$ cat config.mk
export PLATFORM = sky130hd
export DESIGN_NAME = acd_ctrl
export DESIGN_NICKNAME = d
export VERILOG_FILES = /design/src/acd_pkg.sv /design/src/acd_ctrl.sv
export SDC_FILE = /design/constraint.sdc
export NUM_CORES = 1
export LEC_CHECK = 0
export ABC_AREA = 1
export BUFFER_PORTS_ARGS = -buffer_cell sky130_fd_sc_hd__buf_2
export CORE_MARGIN = 1
export CORE_UTILIZATION = 64
export DETAILED_ROUTE_END_ITERATION = 10
export PLACE_DENSITY_LB_ADDON = 0.08
export SYNTH_ARGS = -nofsm -noshare
export SYNTH_HDL_FRONTEND = slang
export SYNTH_SLANG_ARGS = --single-unit
$ cat constraint.sdc
create_clock -name clock -period 9.2 [get_ports clock]
set_clock_uncertainty 0.05 [all_clocks]
set_input_delay 0.46 -clock clock [delete_from_list [all_inputs] [get_ports clock]]
set_output_delay 0.46 -clock clock [all_outputs]
set_load 0.005 [all_outputs]
$ cat src/acd_pkg.sv
// Purpose: constants for the comparator pair control block
// Assumes: 50 MHz clock, word-indexed Avalon-MM slave
// Notes:   register index = printed offset, byte address = 4 * index
package acd_pkg;
  // ----------------------------------------------------------------
  // register indices
  // ----------------------------------------------------------------
  localparam logic [4:0] IX_CTRLA  = 5'h00;
  localparam logic [4:0] IX_CTRLB  = 5'h01;
  localparam logic [4:0] IX_EVCTRL = 5'h02;
  localparam logic [4:0] IX_IENCLR = 5'h04;
  localparam logic [4:0] IX_IENSET = 5'h05;
  localparam logic [4:0] IX_IFLAG  = 5'h06;
  localparam logic [4:0] IX_STATA  = 5'h08;
  localparam logic [4:0] IX_STATB  = 5'h09;
  localparam logic [4:0] IX_STATC  = 5'h0A;
  localparam logic [4:0] IX_WINCTL = 5'h0C;
  localparam logic [4:0] IX_CCTL0  = 5'h10;
  localparam logic [4:0] IX_CCTL1  = 5'h14;
  // ----------------------------------------------------------------
  // field positions
  // ----------------------------------------------------------------
  localparam int B_SOFT_RESET_BIT  = 0;
  localparam int B_ENABLE = 1;
  localparam int B_RUN    = 2;
  localparam int B_WIN    = 4;
  localparam int B_EI0    = 8;
  localparam int B_BUSY   = 7;
  localparam int B_WSTATE = 4;
  localparam int C_EN     = 0;
  localparam int C_SINGLE = 1;
  localparam int C_COMP_IRQ_CONDITION_SELECT = 5;
  localparam int C_SWAP   = 15;
  localparam int C_OUT    = 16;
  localparam int C_FILTER_LENGTH_SELECT   = 24;
  localparam logic [31:0] CCTL_MASK = 32'h070B_F7EF;
  // ----------------------------------------------------------------
  // encodings and reset values
  // ----------------------------------------------------------------
  localparam logic [1:0] OUT_RAW  = 2'h1;
  localparam logic [1:0] OUT_SYNC = 2'h2;
  localparam logic [1:0] IS_TOG   = 2'h0;
  localparam logic [1:0] IS_RISE  = 2'h1;
  localparam logic [1:0] IS_FALL  = 2'h2;
  localparam logic [1:0] WS_ABOVE = 2'h0;
  localparam logic [1:0] WS_IN    = 2'h1;
  localparam logic [1:0] WS_BELOW = 2'h2;
  localparam logic [2:0] FL_N3    = 3'h1;
  localparam logic [2:0] FL_N5    = 3'h2;
  localparam logic [31:0] RST_VAL = 32'h0000_0000;
  // ----------------------------------------------------------------
  // timing
  // ----------------------------------------------------------------
  localparam int CLK_MHZ     = 50;
  localparam int STARTUP_NS  = 1000;
  localparam int STARTUP_CYC = (STARTUP_NS * CLK_MHZ + 999) / 1000;
  localparam int SYNC_CYC    = 3;
  localparam int SAMPLE_DIV  = 4;
endpackage : acd_pkg

$ cat src/acd_ctrl.sv
// Purpose: digital control of a two-comparator pair with window unit
// Assumes: comparator results arrive asynchronously; events on clock
// Notes:   raw pin route is combinational by nature
//
// Local design decisions: the Avalon-MM register port and the register offsets.

// Notes on behaviour
// - output pin shows raw or synchronised filtered result per route field
// - swap bit exchanges inputs and inverts result
// - three flags: comparator 0, comparator 1, window
// - condition select fields choose when each flag is raised
// - ones in enable-set set enables, ones in enable-clear clear them
// - irq high while any flag and its enable are both set
// - writing one to a flag bit clears that flag
// - output events only when their event output enable is one
// - input events act only when event input enable is one
// - event starts compare after start-up; window mode starts both
// - run bit zero: pair powered down in standby, start-up on return
// - run bit one: enabled interrupt sources wake the processor
// - run bit one: event single shots accepted only while idle
// - sleep: continuous stays on, single shot on only when triggered
// - sleep continuous: edges set flags, send events, wake if enabled
// - no filtering for continuous comparisons during sleep
// - sleep single shot: power, start-up, filtered compare, then off
// - synchronised write sets busy at once, clears when applied
// - synchronised write while busy stalls bus, then completes
// - soft reset, enable, comparator enables, window control are synced
// - filter accepts change on majority of last three or five samples
// - start bit acts only on enabled single-shot comparator, reads zero
module acd_ctrl #(
  parameter int STARTUP = acd_pkg::STARTUP_CYC,
  parameter int SYNCD   = acd_pkg::SYNC_CYC,
  parameter int SDIV    = acd_pkg::SAMPLE_DIV
) (
  input  wire logic        clock,
  input  wire logic        rst,
  input  wire logic [4:0]  avs_address,
  input  wire logic        avs_read,
  input  wire logic        avs_write,
  input  wire logic [31:0] avs_writedata,
  output logic      [31:0] avs_readdata,
  output logic             avs_waitrequest,
  input  wire logic [1:0]  comp_result,
  input  wire logic [1:0]  event_in,
  input  wire logic        standby,
  input  wire logic        cpu_idle,
  output logic      [1:0]  comparator_output_pin,
  output logic      [1:0]  comp_power_en,
  output logic      [1:0]  comp_swap,
  output logic      [1:0]  comp_event_out,
  output logic             window_event_out,
  output logic             irq,
  output logic             wake_request
);
  // ----------------------------------------------------------------
  // helpers
  // ----------------------------------------------------------------
  function automatic logic maj(input logic [4:0] h, input logic [2:0] f);
    logic [2:0] s3;
    logic [2:0] s5;
    s3 = {2'b00, h[0]} + {2'b00, h[1]} + {2'b00, h[2]};
    s5 = s3 + {2'b00, h[3]} + {2'b00, h[4]};
    if (f == acd_pkg::FL_N3)
      maj = s3 >= 3'd2;
    else if (f == acd_pkg::FL_N5)
      maj = s5 >= 3'd3;
    else
      maj = h[0];
  endfunction : maj

  function automatic logic cond(input logic [1:0] sel, input logic o,
                                input logic n, input logic eoc);
    case (sel)
      acd_pkg::IS_TOG:  cond = o != n;
      acd_pkg::IS_RISE: cond = !o && n;
      acd_pkg::IS_FALL: cond = o && !n;
      default:          cond = eoc;
    endcase
  endfunction : cond

  function automatic logic [1:0] wst(input logic [1:0] s);
    if (s[0] ^ s[1])
      wst = acd_pkg::WS_IN;
    else if (s[0])
      wst = acd_pkg::WS_ABOVE;
    else
      wst = acd_pkg::WS_BELOW;
  endfunction : wst

  // ----------------------------------------------------------------
  // registers
  // ----------------------------------------------------------------
  logic [2:0]  ctrla_q;
  logic [1:0]  eo_q;
  logic        weo_q;
  logic [1:0]  ei_q;
  logic [2:0]  ien_q;
  logic [2:0]  flag_q;
  logic [2:0]  winctl_q;
  logic [31:0] cctl_q [2];
  logic        en_eff_q;
  logic [1:0]  cen_eff_q;
  logic [2:0]  win_eff_q;
  logic [31:0] pend_q;
  logic [4:0]  pidx_q;
  logic [7:0]  sync_cnt_q;
  logic        busy_q;
  logic        rd_done_q;
  logic [31:0] rdata_q;

  // ----------------------------------------------------------------
  // bus decode
  // ----------------------------------------------------------------
  wire is_cctl  = avs_address == acd_pkg::IX_CCTL0 ||
                  avs_address == acd_pkg::IX_CCTL1;
  wire cix      = avs_address == acd_pkg::IX_CCTL1;
  wire sync_hit = avs_address == acd_pkg::IX_CTRLA ||
                  avs_address == acd_pkg::IX_WINCTL || is_cctl;
  wire stall    = avs_write && sync_hit && busy_q;
  wire wr       = avs_write && !stall;
  wire sync_wr  = wr && sync_hit;
  wire do_soft_reset_bit = busy_q && sync_cnt_q == 8'd1 &&
                  pidx_q == acd_pkg::IX_CTRLA && pend_q[acd_pkg::B_SOFT_RESET_BIT];
  wire wr_soft_reset_bit = wr && avs_address == acd_pkg::IX_CTRLA &&
                  avs_writedata[acd_pkg::B_SOFT_RESET_BIT];

  assign avs_waitrequest = (avs_read && !rd_done_q) || stall;

  // ----------------------------------------------------------------
  // comparator datapath
  // ----------------------------------------------------------------
  logic [2:0]  sy_q [2];
  logic [1:0]  stb_q;
  logic [4:0]  hist_q [2];
  logic [1:0]  state_q;
  logic [1:0]  ss_q;
  logic [2:0]  nsmp_q [2];
  logic [15:0] su_q [2];
  logic [7:0]  div_q;
  logic        was_off_q;

  wire tick    = div_q == 8'd0;
  wire asleep  = standby;
  wire off_all = asleep && !ctrla_q[acd_pkg::B_RUN];
  wire sleep_c = asleep && ctrla_q[acd_pkg::B_RUN];
  wire ev_ok   = !ctrla_q[acd_pkg::B_RUN] || cpu_idle;
  wire [1:0] ev_act = event_in & ei_q & {2{ev_ok}};

  logic [1:0] single;
  logic [1:0] val;
  logic [1:0] filt;
  logic [1:0] start;
  logic [1:0] done;
  logic [1:0] newst;
  logic [1:0] ccond;
  logic [2:0] filter_length_select [2];
  logic [1:0] ready;

  always_comb
  begin
    for (int i = 0; i < 2; i++)
    begin
      single[i] = cctl_q[i][acd_pkg::C_SINGLE];
      filter_length_select[i]   = sleep_c && !single[i] ? 3'h0
                  : cctl_q[i][acd_pkg::C_FILTER_LENGTH_SELECT +: 3];
      val[i]    = stb_q[i] ^ cctl_q[i][acd_pkg::C_SWAP];
      comp_swap[i] = cctl_q[i][acd_pkg::C_SWAP];
      filt[i]   = maj({hist_q[i][3:0], val[i]}, filter_length_select[i]);
      comp_power_en[i] = en_eff_q && cen_eff_q[i] && !off_all &&
                         (!single[i] || ss_q[i]);
      ready[i]  = comp_power_en[i] && su_q[i] == 16'd0;
    end
    // start bit or event; window mode starts both
    start = ev_act;
    if (wr && avs_address == acd_pkg::IX_CTRLB)
      start = start | avs_writedata[1:0];
    if (win_eff_q[0] && start != 2'b00)
      start = 2'b11;
    for (int i = 0; i < 2; i++)
    begin
      start[i] = start[i] && en_eff_q && cen_eff_q[i] &&
                 single[i] && !ss_q[i];
      done[i]  = ss_q[i] && ready[i] && tick &&
                 nsmp_q[i] + 3'd1 >= (filter_length_select[i] == acd_pkg::FL_N5 ? 3'd5 :
                 filter_length_select[i] == acd_pkg::FL_N3 ? 3'd3 : 3'd1);
      newst[i] = state_q[i];
      if (done[i] || (!single[i] && ready[i] && tick))
        newst[i] = filt[i];
      ccond[i] = cond(cctl_q[i][acd_pkg::C_COMP_IRQ_CONDITION_SELECT +: 2], state_q[i],
                      newst[i], done[i]);
    end
  end

  wire [1:0] ws_o   = wst(state_q);
  wire [1:0] ws_n   = wst(newst);
  wire [1:0] wsel   = win_eff_q[2:1];
  wire       wchg   = ws_o != ws_n;
  wire       wcond  = win_eff_q[0] && wchg &&
                      (wsel == 2'h3 ? (ws_o == acd_pkg::WS_IN ||
                       ws_n == acd_pkg::WS_IN) :
                       ws_n == wsel);
  wire [2:0] setv   = {wcond, ccond};

  always_comb
  begin
    for (int i = 0; i < 2; i++)
    begin
      case (cctl_q[i][acd_pkg::C_OUT +: 2])
        acd_pkg::OUT_RAW:
          comparator_output_pin[i] =
            comp_result[i] ^ cctl_q[i][acd_pkg::C_SWAP];
        acd_pkg::OUT_SYNC:
          comparator_output_pin[i] = state_q[i];
        default:
          comparator_output_pin[i] = 1'b0;
      endcase
    end
  end

  assign irq          = |(flag_q & ien_q);
  assign wake_request = irq && sleep_c;
  assign avs_readdata = rdata_q;

  // ----------------------------------------------------------------
  // sampling, filter history, single-shot sequencing
  // ----------------------------------------------------------------
  always_ff @(posedge clock or posedge rst)
  begin
    if (rst)
    begin
      div_q     <= 8'd0;
      stb_q     <= 2'b00;
      state_q   <= 2'b00;
      ss_q      <= 2'b00;
      was_off_q <= 1'b0;
      for (int i = 0; i < 2; i++)
      begin
        sy_q[i]   <= 3'd0;
        hist_q[i] <= 5'd0;
        nsmp_q[i] <= 3'd0;
        su_q[i]   <= 16'd0;
      end
    end
    else
    begin
      div_q     <= div_q == 8'(SDIV - 1) ? 8'd0 : div_q + 8'd1;
      was_off_q <= off_all;
      for (int i = 0; i < 2; i++)
      begin
        sy_q[i] <= {sy_q[i][1:0], comp_result[i]};
        if (sy_q[i][1] == sy_q[i][2])
          stb_q[i] <= sy_q[i][2];
        if (!comp_power_en[i] || (was_off_q && !off_all))
          su_q[i] <= 16'(STARTUP);
        else if (su_q[i] != 16'd0)
          su_q[i] <= su_q[i] - 16'd1;
        if (ready[i] && tick)
          hist_q[i] <= {hist_q[i][3:0], val[i]};
        if (start[i])
        begin
          ss_q[i]   <= 1'b1;
          nsmp_q[i] <= 3'd0;
        end
        else if (done[i] || !comp_power_en[i] && !start[i] && ss_q[i]
                 && !(en_eff_q && cen_eff_q[i]))
          ss_q[i] <= 1'b0;
        else if (ss_q[i] && ready[i] && tick)
          nsmp_q[i] <= nsmp_q[i] + 3'd1;
        state_q[i] <= newst[i];
      end
      if (do_soft_reset_bit)
        state_q <= 2'b00;
    end
  end

  // ----------------------------------------------------------------
  // events, flags and enables
  // ----------------------------------------------------------------
  always_ff @(posedge clock or posedge rst)
  begin
    if (rst)
    begin
      comp_event_out   <= 2'b00;
      window_event_out <= 1'b0;
      flag_q           <= 3'b000;
      ien_q            <= 3'b000;
    end
    else
    begin
      comp_event_out   <= ccond & eo_q;
      window_event_out <= win_eff_q[0] && wchg && weo_q;
      if (do_soft_reset_bit)
      begin
        flag_q <= 3'b000;
        ien_q  <= 3'b000;
      end
      else
      begin
        // set wins over clear
        if (wr && avs_address == acd_pkg::IX_IFLAG)
          flag_q <= (flag_q & ~{avs_writedata[acd_pkg::B_WIN],
                                avs_writedata[1:0]}) | setv;
        else
          flag_q <= flag_q | setv;
        if (wr && avs_address == acd_pkg::IX_IENSET)
          ien_q <= ien_q | {avs_writedata[acd_pkg::B_WIN],
                   avs_writedata[1:0]};
        if (wr && avs_address == acd_pkg::IX_IENCLR)
          ien_q <= ien_q & ~{avs_writedata[acd_pkg::B_WIN],
                   avs_writedata[1:0]};
      end
    end
  end

  // ----------------------------------------------------------------
  // register writes and synchronisation
  // ----------------------------------------------------------------
  always_ff @(posedge clock or posedge rst)
  begin
    if (rst)
    begin
      ctrla_q    <= 3'b000;
      eo_q       <= 2'b00;
      weo_q      <= 1'b0;
      ei_q       <= 2'b00;
      winctl_q   <= 3'b000;
      en_eff_q   <= 1'b0;
      cen_eff_q  <= 2'b00;
      win_eff_q  <= 3'b000;
      pend_q     <= acd_pkg::RST_VAL;
      pidx_q     <= 5'd0;
      sync_cnt_q <= 8'd0;
      busy_q     <= 1'b0;
      cctl_q[0]  <= acd_pkg::RST_VAL;
      cctl_q[1]  <= acd_pkg::RST_VAL;
    end
    else if (do_soft_reset_bit)
    begin
      ctrla_q    <= 3'b000;
      eo_q       <= 2'b00;
      weo_q      <= 1'b0;
      ei_q       <= 2'b00;
      winctl_q   <= 3'b000;
      en_eff_q   <= 1'b0;
      cen_eff_q  <= 2'b00;
      win_eff_q  <= 3'b000;
      sync_cnt_q <= 8'd0;
      busy_q     <= 1'b0;
      cctl_q[0]  <= acd_pkg::RST_VAL;
      cctl_q[1]  <= acd_pkg::RST_VAL;
    end
    else
    begin
      if (sync_wr)
      begin
        busy_q     <= 1'b1;
        sync_cnt_q <= 8'(SYNCD);
        pend_q     <= avs_writedata;
        pidx_q     <= avs_address;
      end
      else if (busy_q)
      begin
        sync_cnt_q <= sync_cnt_q - 8'd1;
        if (sync_cnt_q == 8'd1)
        begin
          busy_q <= 1'b0;
          case (pidx_q)
            acd_pkg::IX_CTRLA:  en_eff_q <= pend_q[acd_pkg::B_ENABLE];
            acd_pkg::IX_WINCTL: win_eff_q <= pend_q[2:0];
            acd_pkg::IX_CCTL0:  cen_eff_q[0] <= pend_q[acd_pkg::C_EN];
            acd_pkg::IX_CCTL1:  cen_eff_q[1] <= pend_q[acd_pkg::C_EN];
            default:            busy_q <= 1'b0;
          endcase
        end
      end
      if (wr && avs_address == acd_pkg::IX_CTRLA)
        ctrla_q <= wr_soft_reset_bit ? (ctrla_q | 3'b001) : avs_writedata[2:0];
      if (wr && avs_address == acd_pkg::IX_EVCTRL)
      begin
        eo_q  <= avs_writedata[1:0];
        weo_q <= avs_writedata[acd_pkg::B_WIN];
        ei_q  <= avs_writedata[acd_pkg::B_EI0 +: 2];
      end
      if (wr && avs_address == acd_pkg::IX_WINCTL)
        winctl_q <= avs_writedata[2:0];
      if (wr && is_cctl)
        cctl_q[cix] <= avs_writedata & acd_pkg::CCTL_MASK;
    end
  end

  // ----------------------------------------------------------------
  // read path, one wait state
  // ----------------------------------------------------------------
  logic [31:0] rmux;
  always_comb
  begin
    case (avs_address)
      acd_pkg::IX_CTRLA:  rmux = {29'd0, ctrla_q};
      acd_pkg::IX_EVCTRL: rmux = {22'd0, ei_q, 3'd0, weo_q, 2'd0, eo_q};
      acd_pkg::IX_IENCLR: rmux = {27'd0, ien_q[2], 2'd0, ien_q[1:0]};
      acd_pkg::IX_IENSET: rmux = {27'd0, ien_q[2], 2'd0, ien_q[1:0]};
      acd_pkg::IX_IFLAG:  rmux = {27'd0, flag_q[2], 2'd0, flag_q[1:0]};
      acd_pkg::IX_STATA:  rmux = {26'd0, ws_o, 2'd0, state_q};
      acd_pkg::IX_STATC:  rmux = {26'd0, ws_o, 2'd0, state_q};
      acd_pkg::IX_STATB:  rmux = {24'd0, busy_q, 5'd0, ready};
      acd_pkg::IX_WINCTL: rmux = {29'd0, winctl_q};
      acd_pkg::IX_CCTL0:  rmux = cctl_q[0];
      acd_pkg::IX_CCTL1:  rmux = cctl_q[1];
      default:            rmux = 32'h0000_0000;
    endcase
  end

  always_ff @(posedge clock or posedge rst)
  begin
    if (rst)
    begin
      rd_done_q <= 1'b0;
      rdata_q   <= 32'h0000_0000;
    end
    else
    begin
      rd_done_q <= avs_read && !rd_done_q;
      if (avs_read && !rd_done_q)
        rdata_q <= rmux;
    end
  end
endmodule : acd_ctrl

==> Word level (Yosys, flattened, before mapping) <==
Index checks and enable logic that the tools add are counted.
{ "word_totals": {"ramBits": 0, "ff_bits": 207, "memories": 0, "wordCells": 340, "mem_bits_ro": 0, "inputBits": 47, "latch_bits": 0} }
{ "classes": {"mux": 84, "n_lt_le_gt_ge": 8, "div_mod_pow": 0, "n_eq_ne": 41, "n_mul": 0, "bitwise": 19, "add_sub_neg": 14, "shifts": 0, "n_reduce_logical": 137} }
{ "op_table": {"columns": ["op", "count"], "rows": [
  ["$pmux 32 s9", 1],
  ["$mux 64", 2],
  ["$mux 3", 25],
  ["$logic_and 1x1->1", 66],
  ["$bwmux 64", 1],
  ["$mux 16", 4],
  ["$mux 2", 17],
  ["$reduce_bool 2->1", 17],
  ["$demux 32 s1", 1],
  ["$logic_not 16->1", 2],
  ["$mux 32", 1],
  ["$mux 8", 4],
  ["$reduce_bool 16->1", 2],
  ["$sub 16x1->16 const B", 2],
  ["$eq 5x4->1 const B", 5],
  ["$mux 1", 24],
  ["$eq 5x5->1 const B", 4],
  ["$logic_not 1->1", 18],
  ["$reduce_and 4->1", 4],
  ["$eq 5x3->1 const B", 3],
  ["$logic_or 1x1->1", 14],
  ["$add 3x1->3", 4],
  ["$eq 2x1->1 const B", 6],
  ["$ge 3x2->1 const B", 4],
  ["other kinds (38)", 72]
]} }

==> Longest topological paths before layout <==
{ "logic_depth": {"depth_word": 23, "depth_mapped": 20, "depth_no_buf": 20} }

==> Worst setup path before layout <==
No wires, ideal clock.
{ "synth_path": {"kind": "flip-flop to flip-flop", "from": "register cctl_q, in the netlist comp_swap[1]", "to": "register flag_q[2]", "t_arrival_ps": 3027, "path_stages_with_launch": 21, "synth_period_minus_slack_ps": 3149, "required_time_ps": 9078, "path_slack_ps": 6051, "cell_sequence": "dfrtp_1 xnor2_1 fa_1 fa_1 inv_1 ha_1 inv_1 nor2_1 o31ai_1 nand2_1 o21ai_0 nand2_1 nand2_1 ha_1 inv_1 nand2_1 nand4_1 nand2_1 nor3_1 a21oi_1 nor2_1"} }
{ "synth_via": {"elab_chain_cells": 18} }
{ "synth_rtl": {"columns": ["item", "line", "text"], "rows": [
  ["start: declaration", "acd_ctrl.sv:100", "logic [31:0] cctl_q [2];"],
  ["start signal: indexed assignment", "acd_ctrl.sv:387", "cctl_q[cix] <= avs_writedata & acd_pkg::CCTL_MASK;"],
  ["$xor 1x1->1 (*)", "acd_ctrl.sv:166", "val[i] = stb_q[i] ^ cctl_q[i][acd_pkg::C_SWAP];"],
  ["$add 1x1->2", "acd_ctrl.sv:61", "s3 = {2'b00, h[0]} + {2'b00, h[1]} + {2'b00, h[2]};"],
  ["$add 2x1->3", "acd_ctrl.sv:61", null],
  ["$add 3x1->3 (2 in series)", "acd_ctrl.sv:62", "s5 = s3 + {2'b00, h[3]} + {2'b00, h[4]};"],
  ["$ge 3x2->1", "acd_ctrl.sv:66", "maj = s5 >= 3'd3;"],
  ["$mux 1", "acd_ctrl.sv:65", "else if (f == acd_pkg::FL_N5)"],
  ["$mux 1 (*)", "acd_ctrl.sv:63", "if (f == acd_pkg::FL_N3)"],
  ["$mux 1 (*)", "acd_ctrl.sv:187", "if (done[i] || (!single[i] && ready[i] && tick))"],
  ["$xor 1x1->1 (*)", "acd_ctrl.sv:82", "if (s[0] ^ s[1])"],
  ["$mux 2 (*)", "acd_ctrl.sv:82", null],
  ["$eq 2x1->1", "acd_ctrl.sv:200", "ws_n == acd_pkg::WS_IN) :"],
  ["$logic_or 1x1->1", "acd_ctrl.sv:199", "(wsel == 2'h3 ? (ws_o == acd_pkg::WS_IN ||"],
  ["$mux 1", "acd_ctrl.sv:199", null],
  ["$logic_and 1x1->1 (*)", "acd_ctrl.sv:198", "wire wcond = win_eff_q[0] && wchg &&"],
  ["$or 3x3->3, on equally long branches", "acd_ctrl.sv:304, acd_ctrl.sv:302", null],
  ["$mux 3 (*)", "acd_ctrl.sv:300", "if (wr && avs_address == acd_pkg::IX_IFLAG)"],
  ["$mux 3 (*)", "acd_ctrl.sv:292", "if (do_soft_reset_bit)"],
  ["end signal: assignment", "acd_ctrl.sv:301", "flag_q <= (flag_q & ~{avs_writedata[acd_pkg::B_WIN],"],
  ["end signal: assignment", "acd_ctrl.sv:304", "flag_q <= flag_q | setv;"],
  ["end: declaration", "acd_ctrl.sv:98", "logic [2:0] flag_q;"]
]} }
Mark *: on every way between the ends. The rest lies on a longest branch, timed or not.
A chain may end at the register's enable or synchronous reset.

==> Worst setup path in the final report <==
Same ends and word-level chain as after synthesis.

==> Implementation_results.wiki <==
{| class="wikitable"
! Metric !! Value
|-
| Port-buffer cells || 79
|-
| Path class of the lowest-slack min-delay path || input port to flop
|-
| Chip height || 121 um
|-
| Slowest Stage Delay on Critical Path || 0.49 ns
|-
| Clock Latency Late Sink || 0.43 ns
|-
| Cell area after placement || 0.00945 sq mm
|-
| Maximum root-to-sink buffer count || 2
|-
| Area overhead of the layout relative to synthesis || 11.2%
|-
| Pre-Repair DR Iteration Count || 7
|-
| Buf/Inv on CP || 3
|-
| Clock slew seen by the registers of the worst setup and hold paths || 0.07 ns
|-
| Worst hold slack || 0.104 ns
|-
| Clock period minus worst slack || 3.58 ns
|-
| Drt drc || 0
|-
| Final worst slack || 5.62 ns
|-
| Number of gates resized after cts || 0
|-
| Filler cell count || 1,049
|-
| Critical-path top delay cell || sky130_fd_sc_hd__fa_1
|-
| Flip-flop and latch count after synthesis || 173
|-
| Die X || 121 um
|-
| Total number of H-tree levels || 4
|-
| Max-cap check violation count || 0
|-
| Share of synthesized flip-flops with an asynchronous set or reset || 100%
|-
| Post-Syn Instances || 1,088
|-
| Maximum fanout along the worst path || 4
|-
| Hold violation total from the final report || 0
|-
| Number of top-level design ports || 91
|-
| Number of unique standard cell types used by synthesis || 46
|-
| Global-route wire length before repair || 34,000 um
|-
| Total internal power || 1.51 mW
|-
| Number of CTS-inserted buffers || 17
|-
| Net count reported at finish || 1,233
|-
| Worst path most repeated cell || sky130_fd_sc_hd__nand2_1
|-
| Critical path arrival || 3.90 ns
|-
| Static Leakage || 5.12 nW
|-
| CP Class || flop to flop
|-
| Number of buffers inserted for hold repair after clock tree synthesis || 0
|-
| Nature of the critical path endpoint || flop
|-
| Initial antenna violation count || 0
|-
| Unrepaired setup endpoints after global routing || no
|-
| Synthesized Nets || 1,165
|-
| Highest Clock Rate || 0.279 GHz
|-
| Net Switching || 0.730 mW
|-
| Number of enable flip-flop cells after synthesis || 0
|-
| Period utilization || 38.9%
|-
| GPL Wtd Cong || 0.946
|-
| Setup slack, reg-to-reg || 5.62 ns
|-
| Leading register cell type out of synthesis || sky130_fd_sc_hd__dfrtp_1
|-
| Half-perimeter wire length after detailed placement || 14,100 um
|-
| Number of failing setup endpoints in the final timing report || 0
|-
| Setup tns final || 0 ns
|-
| Total wirelength of the detailed-routed design || 20,100 um
|-
| Effective utilization at floorplan || 65.4%
|-
| Number of vias per cell || 5.48
|-
| Core Region || 0.0138 sq mm
|-
| Number of warnings issued by yosys || 0
|-
| Standard-cell rows || 43
|-
| DR WL/cell || 14.9 um
|-
| # diodes || 0
|-
| Clock sinks || 173
|-
| Sequential-to-total area share from yosys stat || 47.9%
|-
| Vias after detailed routing || 7,394
|-
| GR Util All Layers || 30.0%
|-
| Via count of the first global-routing pass || 7,096
|-
| Placed cells || 1,317
|-
| Count of buffers added by post-CTS timing repair for setup || 0
|-
| Switch share || 32.6%
|-
| Type of element launching the critical path || flop
|-
| Die Footprint || 0.0146 sq mm
|-
| Proportion of layout cells with a drive suffix above 1 || 12.9%
|-
| Post-synthesis average cell area || 8.31 sq um
|-
| Worst-margin pin slew || 0.896 ns
|-
| Power share of the combinational group || 22.6%
|-
| GRT Residual Overflow || 0
|-
| Power Density || 223 mW/mm^2
|-
| Master cell of the clock root buffer || sky130_fd_sc_hd__clkbuf_16
|-
| Maximum number of pins on one net before global-route repair || 104
|-
| Final antenna-violating net count || 0
|-
| Cell family contributing the most delay on the critical path || adder cells
|-
| Worst IR Drop VDD || 0.168 mV
|-
| Number of slew-limit violations in the final report || 0
|-
| Fraction of power consumed by sequential logic || 44.6%
|-
| Final standard cell count with taps included and fillers excluded || 1,349
|-
| Cells along the critical path || xnor2_1, fa_1, fa_1, inv_1, ha_1, inv_1, nor2_1, o31ai_1, nand2_1, o21ai_0, nand2_1, nand2_1, ha_1, inv_1, nand2_1, nand4_1, nand2_1, nor3_1, a21oi_1, nor2_1
|-
| TritonCTS clock tree || built
|-
| Post-synthesis instance area || 0.00904 sq mm
|-
| Post-place setup slack || 5.64 ns
|-
| Max_slew headroom || 40.2%
|-
| Final design instance area without fill || 0.0101 sq mm
|-
| Outcome || complete, no violations
|-
| DRC violation total after the first TritonRoute iteration || 650
|-
| Clock power share || 32.7%
|-
| Required time of the worst setup path || 9.52 ns
|}
-- state kept, by name, indices dropped and copies added (netlist names), 5 cells and up --
name          flops
pidx_q            5
sy_q              6
nsmp_q            6
cctl_q           38
avs_readdata     22
div_q             8
sync_cnt_q        8
hist_q            8
su_q             32
-- path summary, 6_finish.rpt --
| check | start | end | cells past startpoint |
|---|---|---|---|
| min | comp_result[1] | sy_q[0] | 1 |
| min reg2reg | sy_q[0] | sy_q[1] | 0 |
| max reg2reg | comp_swap[1] | flag_q[2] | 20 |
| max in group asynchronous | rst | avs_readdata[5] | 3 |
| max | comp_swap[1] | flag_q[2] | 20 |
| min in group asynchronous | rst | window_event_out | 2 |
-- power by group through the flow --
stage	combinational [mW]	sequential (mW)	clock (mW)
after global placement	0.486	1.01	0
after floorplan	0.391	0.981	0
after detailed placement	0.503	1.01	0
after CTS	0.508	0.997	0.739
final	0.507	0.999	0.733
after global routing	0.582	1.01	0.778
-- layout make-up --
| class | count | area (sq um) | share of cell area [%] |
|---|---|---|---|
| Timing Repair Buffer | 82 | 418 | 4.16 |
| Clock buffer | 18 | 439 | 4.37 |
| Sequential cell | 173 | 4330 | 43.1 |
| Tap cell | 180 | 225 | 2.24 |
| Inverter | 204 | 771 | 7.67 |
| Clock inverter | 14 | 159 | 1.58 |
| Multi-Input combinational cell | 678 | 3710 | 36.9 |
-- kinds of logic (layout without fill, tap and decap cells) --
family                   Yosys count  count (layout)  synth area share (%)
AO/OA/AOI/OAI                    198             198                  13.6
flip-flops                       173             173                  47.9
XOR/XNOR                          23              23                  2.23
adder cells (fa/ha/maj)           32              32                  4.71
buffers and inverters            237             318                  11.1
AND/OR/NAND/NOR                  425             425                  20.6
-- routing by layer --
layer | vias up | routed length, um | global-route usage (%)
met3 | 30 | 1140 | 5.87
met1 | 3480 | 9180 | 41.6
li1 | 3661 | - | -
met5 | - | 0 | 0
met2 | 223 | 9450 | 48.0
met4 | 0 | 348 | 9.03
-- cell usage after synthesis, types with 3 or more instances --
cell type	number	area share, %
sky130_fd_sc_hd__a211oi_1	3	0.25
sky130_fd_sc_hd__a21oi_1	35	1.9
sky130_fd_sc_hd__buf_2	6	0.33
sky130_fd_sc_hd__buf_4	15	1.2
sky130_fd_sc_hd__buf_6	4	0.50
sky130_fd_sc_hd__clkbuf_1	6	0.25
sky130_fd_sc_hd__dfrtp_1	173	48
sky130_fd_sc_hd__fa_1	4	0.89
sky130_fd_sc_hd__ha_1	26	3.6
sky130_fd_sc_hd__inv_1	200	8.3
sky130_fd_sc_hd__inv_2	4	0.17
sky130_fd_sc_hd__nand2_1	196	8.1
sky130_fd_sc_hd__nand2_4	3	0.37
sky130_fd_sc_hd__nand3_1	53	2.9
sky130_fd_sc_hd__nand3_2	3	0.33
sky130_fd_sc_hd__nand4_1	17	1.2
sky130_fd_sc_hd__nor2_1	111	4.6
sky130_fd_sc_hd__nor3_1	26	1.4
sky130_fd_sc_hd__nor4_1	4	0.28
sky130_fd_sc_hd__o2111ai_1	4	0.39
sky130_fd_sc_hd__o21ai_0	73	4.0
sky130_fd_sc_hd__o21ai_1	6	0.33
sky130_fd_sc_hd__o221ai_1	3	0.29
sky130_fd_sc_hd__o22ai_1	48	3.3
sky130_fd_sc_hd__o22ai_2	14	1.9
sky130_fd_sc_hd__xnor2_1	5	0.48
sky130_fd_sc_hd__xor2_1	18	1.7
-- cell usage in the layout (no fill, tap or decap), types with 3 or more instances in the layout --
cell type and instances:
sky130_fd_sc_hd__a211oi_1 3, sky130_fd_sc_hd__a21oi_1 35, sky130_fd_sc_hd__buf_2 79, sky130_fd_sc_hd__buf_4 3
sky130_fd_sc_hd__clkbuf_16 17, sky130_fd_sc_hd__clkinv_2 3, sky130_fd_sc_hd__dfrtp_1 173, sky130_fd_sc_hd__fa_1 4
sky130_fd_sc_hd__ha_1 26, sky130_fd_sc_hd__inv_1 199, sky130_fd_sc_hd__inv_2 4, sky130_fd_sc_hd__inv_6 3
sky130_fd_sc_hd__inv_8 3, sky130_fd_sc_hd__nand2_1 196, sky130_fd_sc_hd__nand2_4 3, sky130_fd_sc_hd__nand3_1 53
sky130_fd_sc_hd__nand3_2 3, sky130_fd_sc_hd__nand4_1 17, sky130_fd_sc_hd__nor2_1 111, sky130_fd_sc_hd__nor3_1 26
sky130_fd_sc_hd__nor4_1 4, sky130_fd_sc_hd__o2111ai_1 4, sky130_fd_sc_hd__o21ai_0 73, sky130_fd_sc_hd__o21ai_1 6
sky130_fd_sc_hd__o221ai_1 3, sky130_fd_sc_hd__o22ai_1 48, sky130_fd_sc_hd__o22ai_2 14, sky130_fd_sc_hd__xnor2_1 5
sky130_fd_sc_hd__xor2_1 18
-- stage by stage --
step | power (mW) | utilization (%)
floorplan | 1.37 | -
global placement | 1.49 | 68.4
detailed placement | 1.51 | 68.4
CTS | 2.24 | 72.7
global route | 2.37 | 72.7
finish | 2.24 | 72.7
Note: power is estimated with default switching activity, not from simulation.
